File: config.mk
export PLATFORM = sky130hd
export DESIGN_NAME = pxbc_top
export DESIGN_NICKNAME = d
export VERILOG_FILES = /design/src/design/pxbc_pkg.sv /design/src/design/pxbc_top.sv /design/src/design/pxbc_byte_reg.sv
export SDC_FILE = /design/constraint.sdc
export NUM_CORES = 1
export LEC_CHECK = 0
export ABC_AREA = 1
export CAP_MARGIN = 20
export CORE_ASPECT_RATIO = 1.5
export CORE_MARGIN = 8
export CORE_UTILIZATION = 55
export DETAILED_ROUTE_END_ITERATION = 6
export DONT_BUFFER_PORTS = 1
export GPL_TIMING_DRIVEN = 0
export HOLD_SLACK_MARGIN = 0.06
export PLACE_DENSITY = 0.73
export SETUP_SLACK_MARGIN = 0.1
export SLEW_MARGIN = 20
export SYNTH_ARGS = -nofsm -noshare
export SYNTH_HDL_FRONTEND = slang
export SYNTH_SLANG_ARGS = --single-unit
File: constraint.sdc
create_clock -name clk -period 1 [get_ports clk]
set_input_delay 0.05 -clock clk [delete_from_list [all_inputs] [get_ports clk]]
set_output_delay 0.05 -clock clk [all_outputs]
set_load 0.02 [all_outputs]
File: src/design/pxbc_pkg.sv
// package: register map, field positions, reset values and carrier types of the blink/config block
package pxbc_pkg;

   // ==========================================
   // register addresses
   localparam logic [7:0] ADDR_INPUT = 8'h00;
   localparam logic [7:0] ADDR_PHASE0 = 8'h01;
   localparam logic [7:0] ADDR_DIR = 8'h03;
   localparam logic [7:0] ADDR_PHASE1 = 8'h09;
   localparam logic [7:0] ADDR_MASTER = 8'h0E;
   localparam logic [7:0] ADDR_CONFIG = 8'h0F;

   // ==========================================
   // reset values
   localparam logic [7:0] RST_PHASE0 = 8'hFF;
   localparam logic [7:0] RST_DIR = 8'hFF;
   localparam logic [7:0] RST_PHASE1 = 8'hFF;
   localparam logic [7:0] RST_MASTER = 8'h0F;
   localparam logic [5:0] RST_CONFIG = 6'h0C;

   // ==========================================
   // device configuration fields, intensity width and port count
   localparam int BIT_BLINK_EN = 0;
   localparam int BIT_FLIP = 1;
   localparam int BIT_GLOBAL = 2;
   localparam int BIT_INT_EN = 3;
   localparam int BIT_AUX0 = 4;
   localparam int BIT_AUX1 = 5;
   localparam int CFG_STORED_W = 6;
   localparam int INTENSITY_W = 4;
   localparam int NUM_PORTS = 8;

   // ==========================================
   // carrier and state types
   typedef struct packed {
      logic wr;
      logic rd;
      logic [7:0] addr;
      logic [7:0] wdata;
   } pxbc_req_s;

   typedef enum logic [0:0] {
      ST_INIT = 1'b0,
      ST_RUN = 1'b1
   } pxbc_state_e;

endpackage

File: src/design/pxbc_top.sv
// blink phase, port direction, device configuration and ninth pin control
`timescale 1ns/1ps
module pxbc_top (
   // clock, reset, enable
   input wire logic clk,
   input wire logic reset,
   input wire logic ce,
   // register access
   input wire pxbc_pkg::pxbc_req_s reg_req,
   output logic [7:0] reg_rdata,
   // eight open-drain ports
   input wire logic [7:0] port_in,
   output logic [7:0] port_out,
   output logic [7:0] port_oe,
   // ninth pin, open drain
   output logic ninth_pin_out,
   output logic ninth_pin_oe,
   // intensity sourcing to the pwm stage
   input wire logic [31:0] port_intensity_in,
   output logic [31:0] port_intensity,
   output logic [3:0] ninth_pin_intensity
);
   logic [7:0] phase0;
   logic [7:0] phase1;
   logic [7:0] dir;
   logic [7:0] master;
   logic [5:0] cfg;
   logic [7:0] ref_level;
   pxbc_pkg::pxbc_state_e state;
   logic change_now;
   logic sel_phase1;
   logic [7:0] active_byte;
   logic [5:0] next_cfg;
   logic [7:0] next_ref_level;
   pxbc_pkg::pxbc_state_e next_state;
   logic [7:0] next_reg_rdata;
   logic [7:0] next_port_oe;
   logic next_ninth_pin_oe;
   logic [31:0] next_port_intensity;
   logic [3:0] next_ninth_pin_intensity;

   // ==========================================
   // plain byte registers
   pxbc_byte_reg #(.ADDR(pxbc_pkg::ADDR_PHASE0), .RESET_VAL(pxbc_pkg::RST_PHASE0)) u_phase0 (
      .clk(clk), .reset(reset), .ce(ce), .req(reg_req), .q(phase0));
   pxbc_byte_reg #(.ADDR(pxbc_pkg::ADDR_PHASE1), .RESET_VAL(pxbc_pkg::RST_PHASE1)) u_phase1 (
      .clk(clk), .reset(reset), .ce(ce), .req(reg_req), .q(phase1));
   pxbc_byte_reg #(.ADDR(pxbc_pkg::ADDR_DIR), .RESET_VAL(pxbc_pkg::RST_DIR)) u_dir (
      .clk(clk), .reset(reset), .ce(ce), .req(reg_req), .q(dir));
   pxbc_byte_reg #(.ADDR(pxbc_pkg::ADDR_MASTER), .RESET_VAL(pxbc_pkg::RST_MASTER)) u_master (
      .clk(clk), .reset(reset), .ce(ce), .req(reg_req), .q(master));

   // ==========================================
   // configuration and change reference
   // only input ports take part; a port turned input may flag a false change
   assign change_now = (state == pxbc_pkg::ST_RUN) && (|((port_in ^ ref_level) & dir));
   assign sel_phase1 = cfg[pxbc_pkg::BIT_BLINK_EN] & cfg[pxbc_pkg::BIT_FLIP];
   assign active_byte = sel_phase1 ? phase1 : phase0;

   always_comb begin
      next_cfg = cfg;
      next_ref_level = ref_level;
      next_state = state;
      case (state)
         pxbc_pkg::ST_INIT: begin
            // reference is sampled just after reset so a quiet bus raises no flag
            next_ref_level = port_in;
            next_state = pxbc_pkg::ST_RUN;
         end
         pxbc_pkg::ST_RUN: begin
            if (reg_req.wr && reg_req.addr == pxbc_pkg::ADDR_CONFIG) begin
               next_ref_level = port_in;
            end else if (reg_req.rd && reg_req.addr == pxbc_pkg::ADDR_INPUT) begin
               next_ref_level = port_in;
            end
         end
         default: begin
            next_state = pxbc_pkg::ST_INIT;
         end
      endcase
      if (reg_req.wr && reg_req.addr == pxbc_pkg::ADDR_CONFIG) begin
         // status bit 7 and bit 6 are not stored, writes to them are dropped
         next_cfg = reg_req.wdata[pxbc_pkg::CFG_STORED_W-1:0];
      end
   end

   always_ff @(posedge clk) begin
      if (reset) begin
         cfg <= pxbc_pkg::RST_CONFIG;
         ref_level <= 8'h00;
         state <= pxbc_pkg::ST_INIT;
      end else if (ce) begin
         cfg <= next_cfg;
         ref_level <= next_ref_level;
         state <= next_state;
      end
   end

   // ==========================================
   // read data
   always_comb begin
      next_reg_rdata = reg_rdata;
      if (reg_req.rd) begin
         case (reg_req.addr)
            pxbc_pkg::ADDR_INPUT: next_reg_rdata = port_in;
            pxbc_pkg::ADDR_PHASE0: next_reg_rdata = phase0;
            pxbc_pkg::ADDR_DIR: next_reg_rdata = dir;
            pxbc_pkg::ADDR_PHASE1: next_reg_rdata = phase1;
            pxbc_pkg::ADDR_MASTER: next_reg_rdata = master;
            pxbc_pkg::ADDR_CONFIG: next_reg_rdata = {change_now, 1'b0, cfg};
            default: next_reg_rdata = 8'h00;
         endcase
      end
   end

   // ==========================================
   // pin drive and intensity selection
   always_comb begin
      // oe high means the pin is pulled low; inputs are always released
      next_port_oe = ~dir & ~active_byte;
      if (cfg[pxbc_pkg::BIT_INT_EN]) begin
         next_ninth_pin_oe = change_now;
      end else if (sel_phase1) begin
         next_ninth_pin_oe = ~cfg[pxbc_pkg::BIT_AUX1];
      end else begin
         next_ninth_pin_oe = ~cfg[pxbc_pkg::BIT_AUX0];
      end
      for (int i = 0; i < pxbc_pkg::NUM_PORTS; i++) begin
         if (cfg[pxbc_pkg::BIT_GLOBAL]) begin
            next_port_intensity[i*4 +: 4] = master[3:0];
         end else begin
            next_port_intensity[i*4 +: 4] = port_intensity_in[i*4 +: 4];
         end
      end
      next_ninth_pin_intensity = cfg[pxbc_pkg::BIT_GLOBAL] ? master[3:0] : master[7:4];
   end

   always_ff @(posedge clk) begin
      if (reset) begin
         reg_rdata <= 8'h00;
         port_out <= 8'h00;
         port_oe <= 8'h00;
         ninth_pin_out <= 1'b0;
         ninth_pin_oe <= 1'b0;
         port_intensity <= 32'h0;
         ninth_pin_intensity <= 4'h0;
      end else if (ce) begin
         reg_rdata <= next_reg_rdata;
         port_out <= 8'h00;
         port_oe <= next_port_oe;
         ninth_pin_out <= 1'b0;
         ninth_pin_oe <= next_ninth_pin_oe;
         port_intensity <= next_port_intensity;
         ninth_pin_intensity <= next_ninth_pin_intensity;
      end
   end

   // ==========================================
   // assertions
   property p_blink_enable;
      @(posedge clk) disable iff (reset)
      ce && cfg[0] && cfg[1] |=> port_oe == (~$past(dir) & ~$past(phase1));
   endproperty
   a_blink_enable: assert property (p_blink_enable) else $error("blink on, flip set: phase 1 not used");

   property p_flip_phase0;
      @(posedge clk) disable iff (reset)
      ce && cfg[0] && !cfg[1] |=> port_oe == (~$past(dir) & ~$past(phase0));
   endproperty
   a_flip_phase0: assert property (p_flip_phase0) else $error("blink on, flip clear: phase 0 not used");

   property p_blink_off;
      @(posedge clk) disable iff (reset)
      ce && !cfg[0] |=> port_oe == (~$past(dir) & ~$past(phase0));
   endproperty
   a_blink_off: assert property (p_blink_off) else $error("blink off: ports not from phase 0");

   property p_phase_bit_level;
      @(posedge clk) disable iff (reset)
      ce && (dir == 8'h00) && !cfg[0] |=> port_oe == ~$past(phase0);
   endproperty
   a_phase_bit_level: assert property (p_phase_bit_level) else $error("phase bit polarity wrong");

   property p_input_released;
      @(posedge clk) disable iff (reset)
      ce |=> (port_oe & $past(dir)) == 8'h00;
   endproperty
   a_input_released: assert property (p_input_released) else $error("input port driven low");

   property p_individual;
      @(posedge clk) disable iff (reset)
      ce && !cfg[2] |=> port_intensity == $past(port_intensity_in) && ninth_pin_intensity == $past(master[7:4]);
   endproperty
   a_individual: assert property (p_individual) else $error("individual intensity not applied");

   property p_global;
      @(posedge clk) disable iff (reset)
      ce && cfg[2] |=> port_intensity == {8{$past(master[3:0])}} && ninth_pin_intensity == $past(master[3:0]);
   endproperty
   a_global: assert property (p_global) else $error("global intensity not applied");

   property p_int_pin;
      @(posedge clk) disable iff (reset)
      ce && cfg[3] |=> ninth_pin_oe == $past(change_now);
   endproperty
   a_int_pin: assert property (p_int_pin) else $error("ninth pin does not follow change");

   property p_gpo_pin;
      @(posedge clk) disable iff (reset)
      ce && !cfg[3] |=> ninth_pin_oe == !(($past(cfg[0]) && $past(cfg[1])) ? $past(cfg[5]) : $past(cfg[4]));
   endproperty
   a_gpo_pin: assert property (p_gpo_pin) else $error("ninth pin general output level wrong");

   property p_gpo_static;
      @(posedge clk) disable iff (reset)
      ce && !cfg[3] && !cfg[0] && cfg[4] |=> !ninth_pin_oe;
   endproperty
   a_gpo_static: assert property (p_gpo_static) else $error("ninth pin not released with bit 4 set");

   property p_gpo_phase1;
      @(posedge clk) disable iff (reset)
      ce && !cfg[3] && cfg[0] && cfg[1] && !cfg[5] |=> ninth_pin_oe;
   endproperty
   a_gpo_phase1: assert property (p_gpo_phase1) else $error("ninth pin not low in phase 1");

   property p_status_read;
      @(posedge clk) disable iff (reset)
      ce && reg_req.rd && reg_req.addr == 8'h0F |=> reg_rdata[7] == $past(change_now) && reg_rdata[6] == 1'b0;
   endproperty
   a_status_read: assert property (p_status_read) else $error("config status readback wrong");

   property p_dir_read;
      @(posedge clk) disable iff (reset)
      ce && reg_req.rd && reg_req.addr == 8'h03 |=> reg_rdata == $past(dir);
   endproperty
   a_dir_read: assert property (p_dir_read) else $error("direction readback wrong");

   property p_ref_capture;
      @(posedge clk) disable iff (reset)
      ce && state == pxbc_pkg::ST_RUN && reg_req.wr && reg_req.addr == 8'h0F |=> ref_level == $past(port_in);
   endproperty
   a_ref_capture: assert property (p_ref_capture) else $error("config write did not capture ports");

   property p_no_input_drive;
      @(posedge clk) disable iff (reset)
      // a direction write can land right after the antecedent, so only the edge it governs is checked
      (ce && dir == 8'hFF) [*2] |=> port_oe == 8'h00;
   endproperty
   a_no_input_drive: assert property (p_no_input_drive) else $error("all-input ports still driven");
endmodule

File: src/design/pxbc_byte_reg.sv
// one writable byte register with its own address and reset value
`timescale 1ns/1ps
module pxbc_byte_reg #(
   parameter logic [7:0] ADDR = 8'h00,
   parameter logic [7:0] RESET_VAL = 8'h00
) (
   // clock, reset, enable
   input wire logic clk,
   input wire logic reset,
   input wire logic ce,
   // write access
   input wire pxbc_pkg::pxbc_req_s req,
   // stored value
   output logic [7:0] q
);
   logic [7:0] next_q;

   always_comb begin
      next_q = q;
      if (req.wr && req.addr == ADDR) begin
         next_q = req.wdata;
      end
   end

   always_ff @(posedge clk) begin
      if (reset) begin
         q <= RESET_VAL;
      end else if (ce) begin
         q <= next_q;
      end
   end
endmodule

==> metrics.yaml <==
fin_skew_ns: 0.007353
leakage_nw: 2.798
setup.worst_path.class: "reg2reg"
cp-end-kind: "flip-flop"
htreeDepth: 3
p_total_mw: 8.584
grt_pass1_wl_mm: 25.14
cts_made_buffers: 9
gp_congestion: 0.9184
synthMuxAreaShare_pct: 0
ys_ff_latch: 100
max_slew_margin_pct: 60.04
synth_top_family_by_area: "simple AND/OR/NAND/NOR gates"
grt_max_degree: 15
wirelength_mm: 16.60
cts-root-buf: "clkbuf_16"
crit_path_frequent_cell: "nand2_1"
nNetsFinal: 782
holdWs_ns: -0.02994
tightest_slew_ns: 0.5994
postSynthCellCount: 619
clock_sinks: 100
crit_chain: "nand3_1 -> nand2_1 -> nor2_1 -> nand2_1 -> nand2_1 -> nand2_1 -> nand3_2 -> a21oi_2"
insertion_delay_ns: 0.35
io_buffers: 0
chipHeight_um: 126.2
synth_xor_area_share_pct: 0
synthAdderAreaFrac_pct: 0
post-route-util_pct: 79.54
rows: 40
drt_iter0_markers: 390
period_minus_slack_ns: 1.185
drc_errors: 0
syn_to_final_growth_pct: 42.11
grt_antenna_before_repair: 0
yosys.area_share.simple_pct: 22.50
dpl.cell_count: 732
die_w_um: 89.48
io_pins: 123
clk_path_buf_depth: 2
tns_ns: -2.384
fin_crit_sh_pct: 118.5
irDropWorstVdd_uv: 1326
antenna_cells: 0
layout-drive-gt1-share_pct: 27.76
critPathBufInv: 0
slew_viol_final: 0
setup_ws_ns: -0.1851
dr_total_vias: 4744
dieArea_sq_mm: 0.01129
violations: "hold timing, setup timing"
startpoint_type: "flip-flop"
ant_nets: 0
viasPerCell: 5.723
first_pass_iters: 5
hpwl_mm: 10.63
critPathArrivalTime_ns: 1.47
core-area_sq_mm: 0.007958
crit_family: "simple AND/OR/NAND/NOR gates"
setup_violations: 48
instances_no_fill: 829
seq_area_frac_synth_pct: 44.94
start_util_pct: 55.97
cpMaxStageDelayCell: "dfxtp_1"
gr-total-overflow: 0
outcome: "finished with violations"
fmax_ghz: 0.8438
synth_area_sq_mm: 0.004454
required_ns: 1.28
ys.warnings.count: 0
max_stage_delay_ns: 0.42
grt_pass1_vias: 4809
cts_tree: "yes"
yosysUniqueCellTypes: 26
avgSynthCellArea_sq_um: 7.196
rsz0062_at_grt: "yes"
wl_per_cell_um: 20.02
powerDensity_mw_per_mm2: 1356
clk_pin_slew_worst_paths_ns: 0.07
synth-compound-area-share_pct: 21.66
path_max_fanout: 3
grt_usage_pct: 29.21
hold_class: "in2reg"
cap_violations: 0
hold_violations: 2
[path summary, 6_finish.rpt]
| check | startpoint | endpoint | slack [ns] | cells after the start |
|---|---|---|---|---|
| max | u_dir.q[2] | ninth_pin_oe | -0.19 | 8 |
| min | reg_req[16] | reg_rdata[6] | -0.03 | 3 |
| max reg2reg | u_dir.q[2] | ninth_pin_oe | -0.19 | 8 |
| min reg2reg | cfg[4] | cfg[4] | 0.46 | 2 |
[kinds of logic (layout without fill, tap and decap cells)]
family / after synthesis / after routing
AND/OR/NAND/NOR: 233 / 233
AO/OA/AOI/OAI: 173 / 174
buffers and inverters: 112 / 208
flip-flops: 100 / 100
other: 1 / 9
[area by class of cell]
type,instances,area [sq um]
flip-flops and latches,100,2029
fillers,524,1628
clock inverters,2,12.51
repair buffers,81,837.1
inverters,74,306.5
clock buffers,12,246.5
repair inverters,1,6.256
plain buffers,38,337.8
well taps,105,131.4
multi-input cells,416,2422
[worst min-delay path: cells and delay by family]
kind / cells / cell delay [ns]
AND/OR/NAND/NOR: 2 / 0.17
AO/OA/AOI/OAI: 1 / 0.05
[registers in the layout, indices dropped and copies added, names as in the netlist]
register	count
port_oe	8
cfg	6
reg_rdata	8
ninth_pin_intensity	4
port_intensity	32
u_master.q	8
ref_level	8
ninth_pin_oe	1
u_phase0.q	8
u_phase1.q	8
state	1
u_dir.q	8
[synthesized netlist by cell type]
cell type | n | area (sq um)
nand2_1 | 143 | 536.8
dfxtp_1 | 100 | 2002
inv_1 | 71 | 266.5
a21oi_1 | 70 | 350.3
o21ai_0 | 63 | 315.3
nand3_1 | 38 | 190.2
nor2_1 | 36 | 135.1
o211ai_1 | 29 | 217.7
clkbuf_1 | 18 | 67.56
buf_4 | 10 | 75.07
o22ai_1 | 9 | 56.30
buf_2 | 7 | 35.03
nor2_4 | 4 | 45.04
inv_2 | 3 | 11.26
nand2_2 | 3 | 18.77
nand4_1 | 3 | 18.77
buf_6 | 2 | 22.52
nor2_2 | 2 | 12.51
a21oi_2 | 1 | 8.760
and2_4 | 1 | 8.760
buf_1 | 1 | 3.750
conb_1 | 1 | 3.750
nand3_2 | 1 | 10.01
nor3_2 | 1 | 10.01
nor3_4 | 1 | 16.27
o21ai_4 | 1 | 16.27
[per-stage QoR]
stage	setup slack [ns]	instance area [sq um]	hold WS (ns)
after detailed placement	-0.3845	4800	0.1863
after global routing	-0.2656	6330	-0.005462
final	-0.1851	6330	-0.02994
after global placement	-0.3549	4800	0.1794
after floorplan	-0.1104	4668	0.1763
after CTS	-0.1175	6081	-0.04176
[placed cells by master, fill, tap and decap left out, types with 19 or more instances in the layout]
| cell type | n |
|---|---|
| nand2_1 | 113 |
| dfxtp_1 | 80 |
| inv_1 | 58 |
| o21ai_0 | 55 |
| dlygate4sd3_1 | 51 |
| a21oi_1 | 38 |
| nand3_1 | 34 |
| nor2_1 | 32 |
| o211ai_1 | 29 |
| a21oi_2 | 25 |
| buf_4 | 25 |
| nand2_2 | 20 |
| dfxtp_2 | 19 |
[layer usage]
layer / wire length, um / global-route usage, %
met5: 0 / 0
met4: 781 / 17.72
met3: 1379 / 8.398
met2: 8831 / 51.95
met1: 5609 / 28.25
[power by group]
group	internal, mW	switching (mW)	total, mW
logic	0.394	0.545	0.939
clock network	1.73	1.46	3.18
registers	4.16	0.303	4.46
total	6.28	2.31	8.58
[repair_timing]
action / 4_1_cts / 5_1_grt
pin swaps: 37 / 47
hold endpoints to repair: 88 / 3
gates resized for setup: 80 / 73
setup buffers: 19 / 7
setup endpoints to repair: 87 / 89
hold buffers: 49 / 2
gates cloned: 7 / 0
No activity file was read; power rests on OpenSTA's default activity.
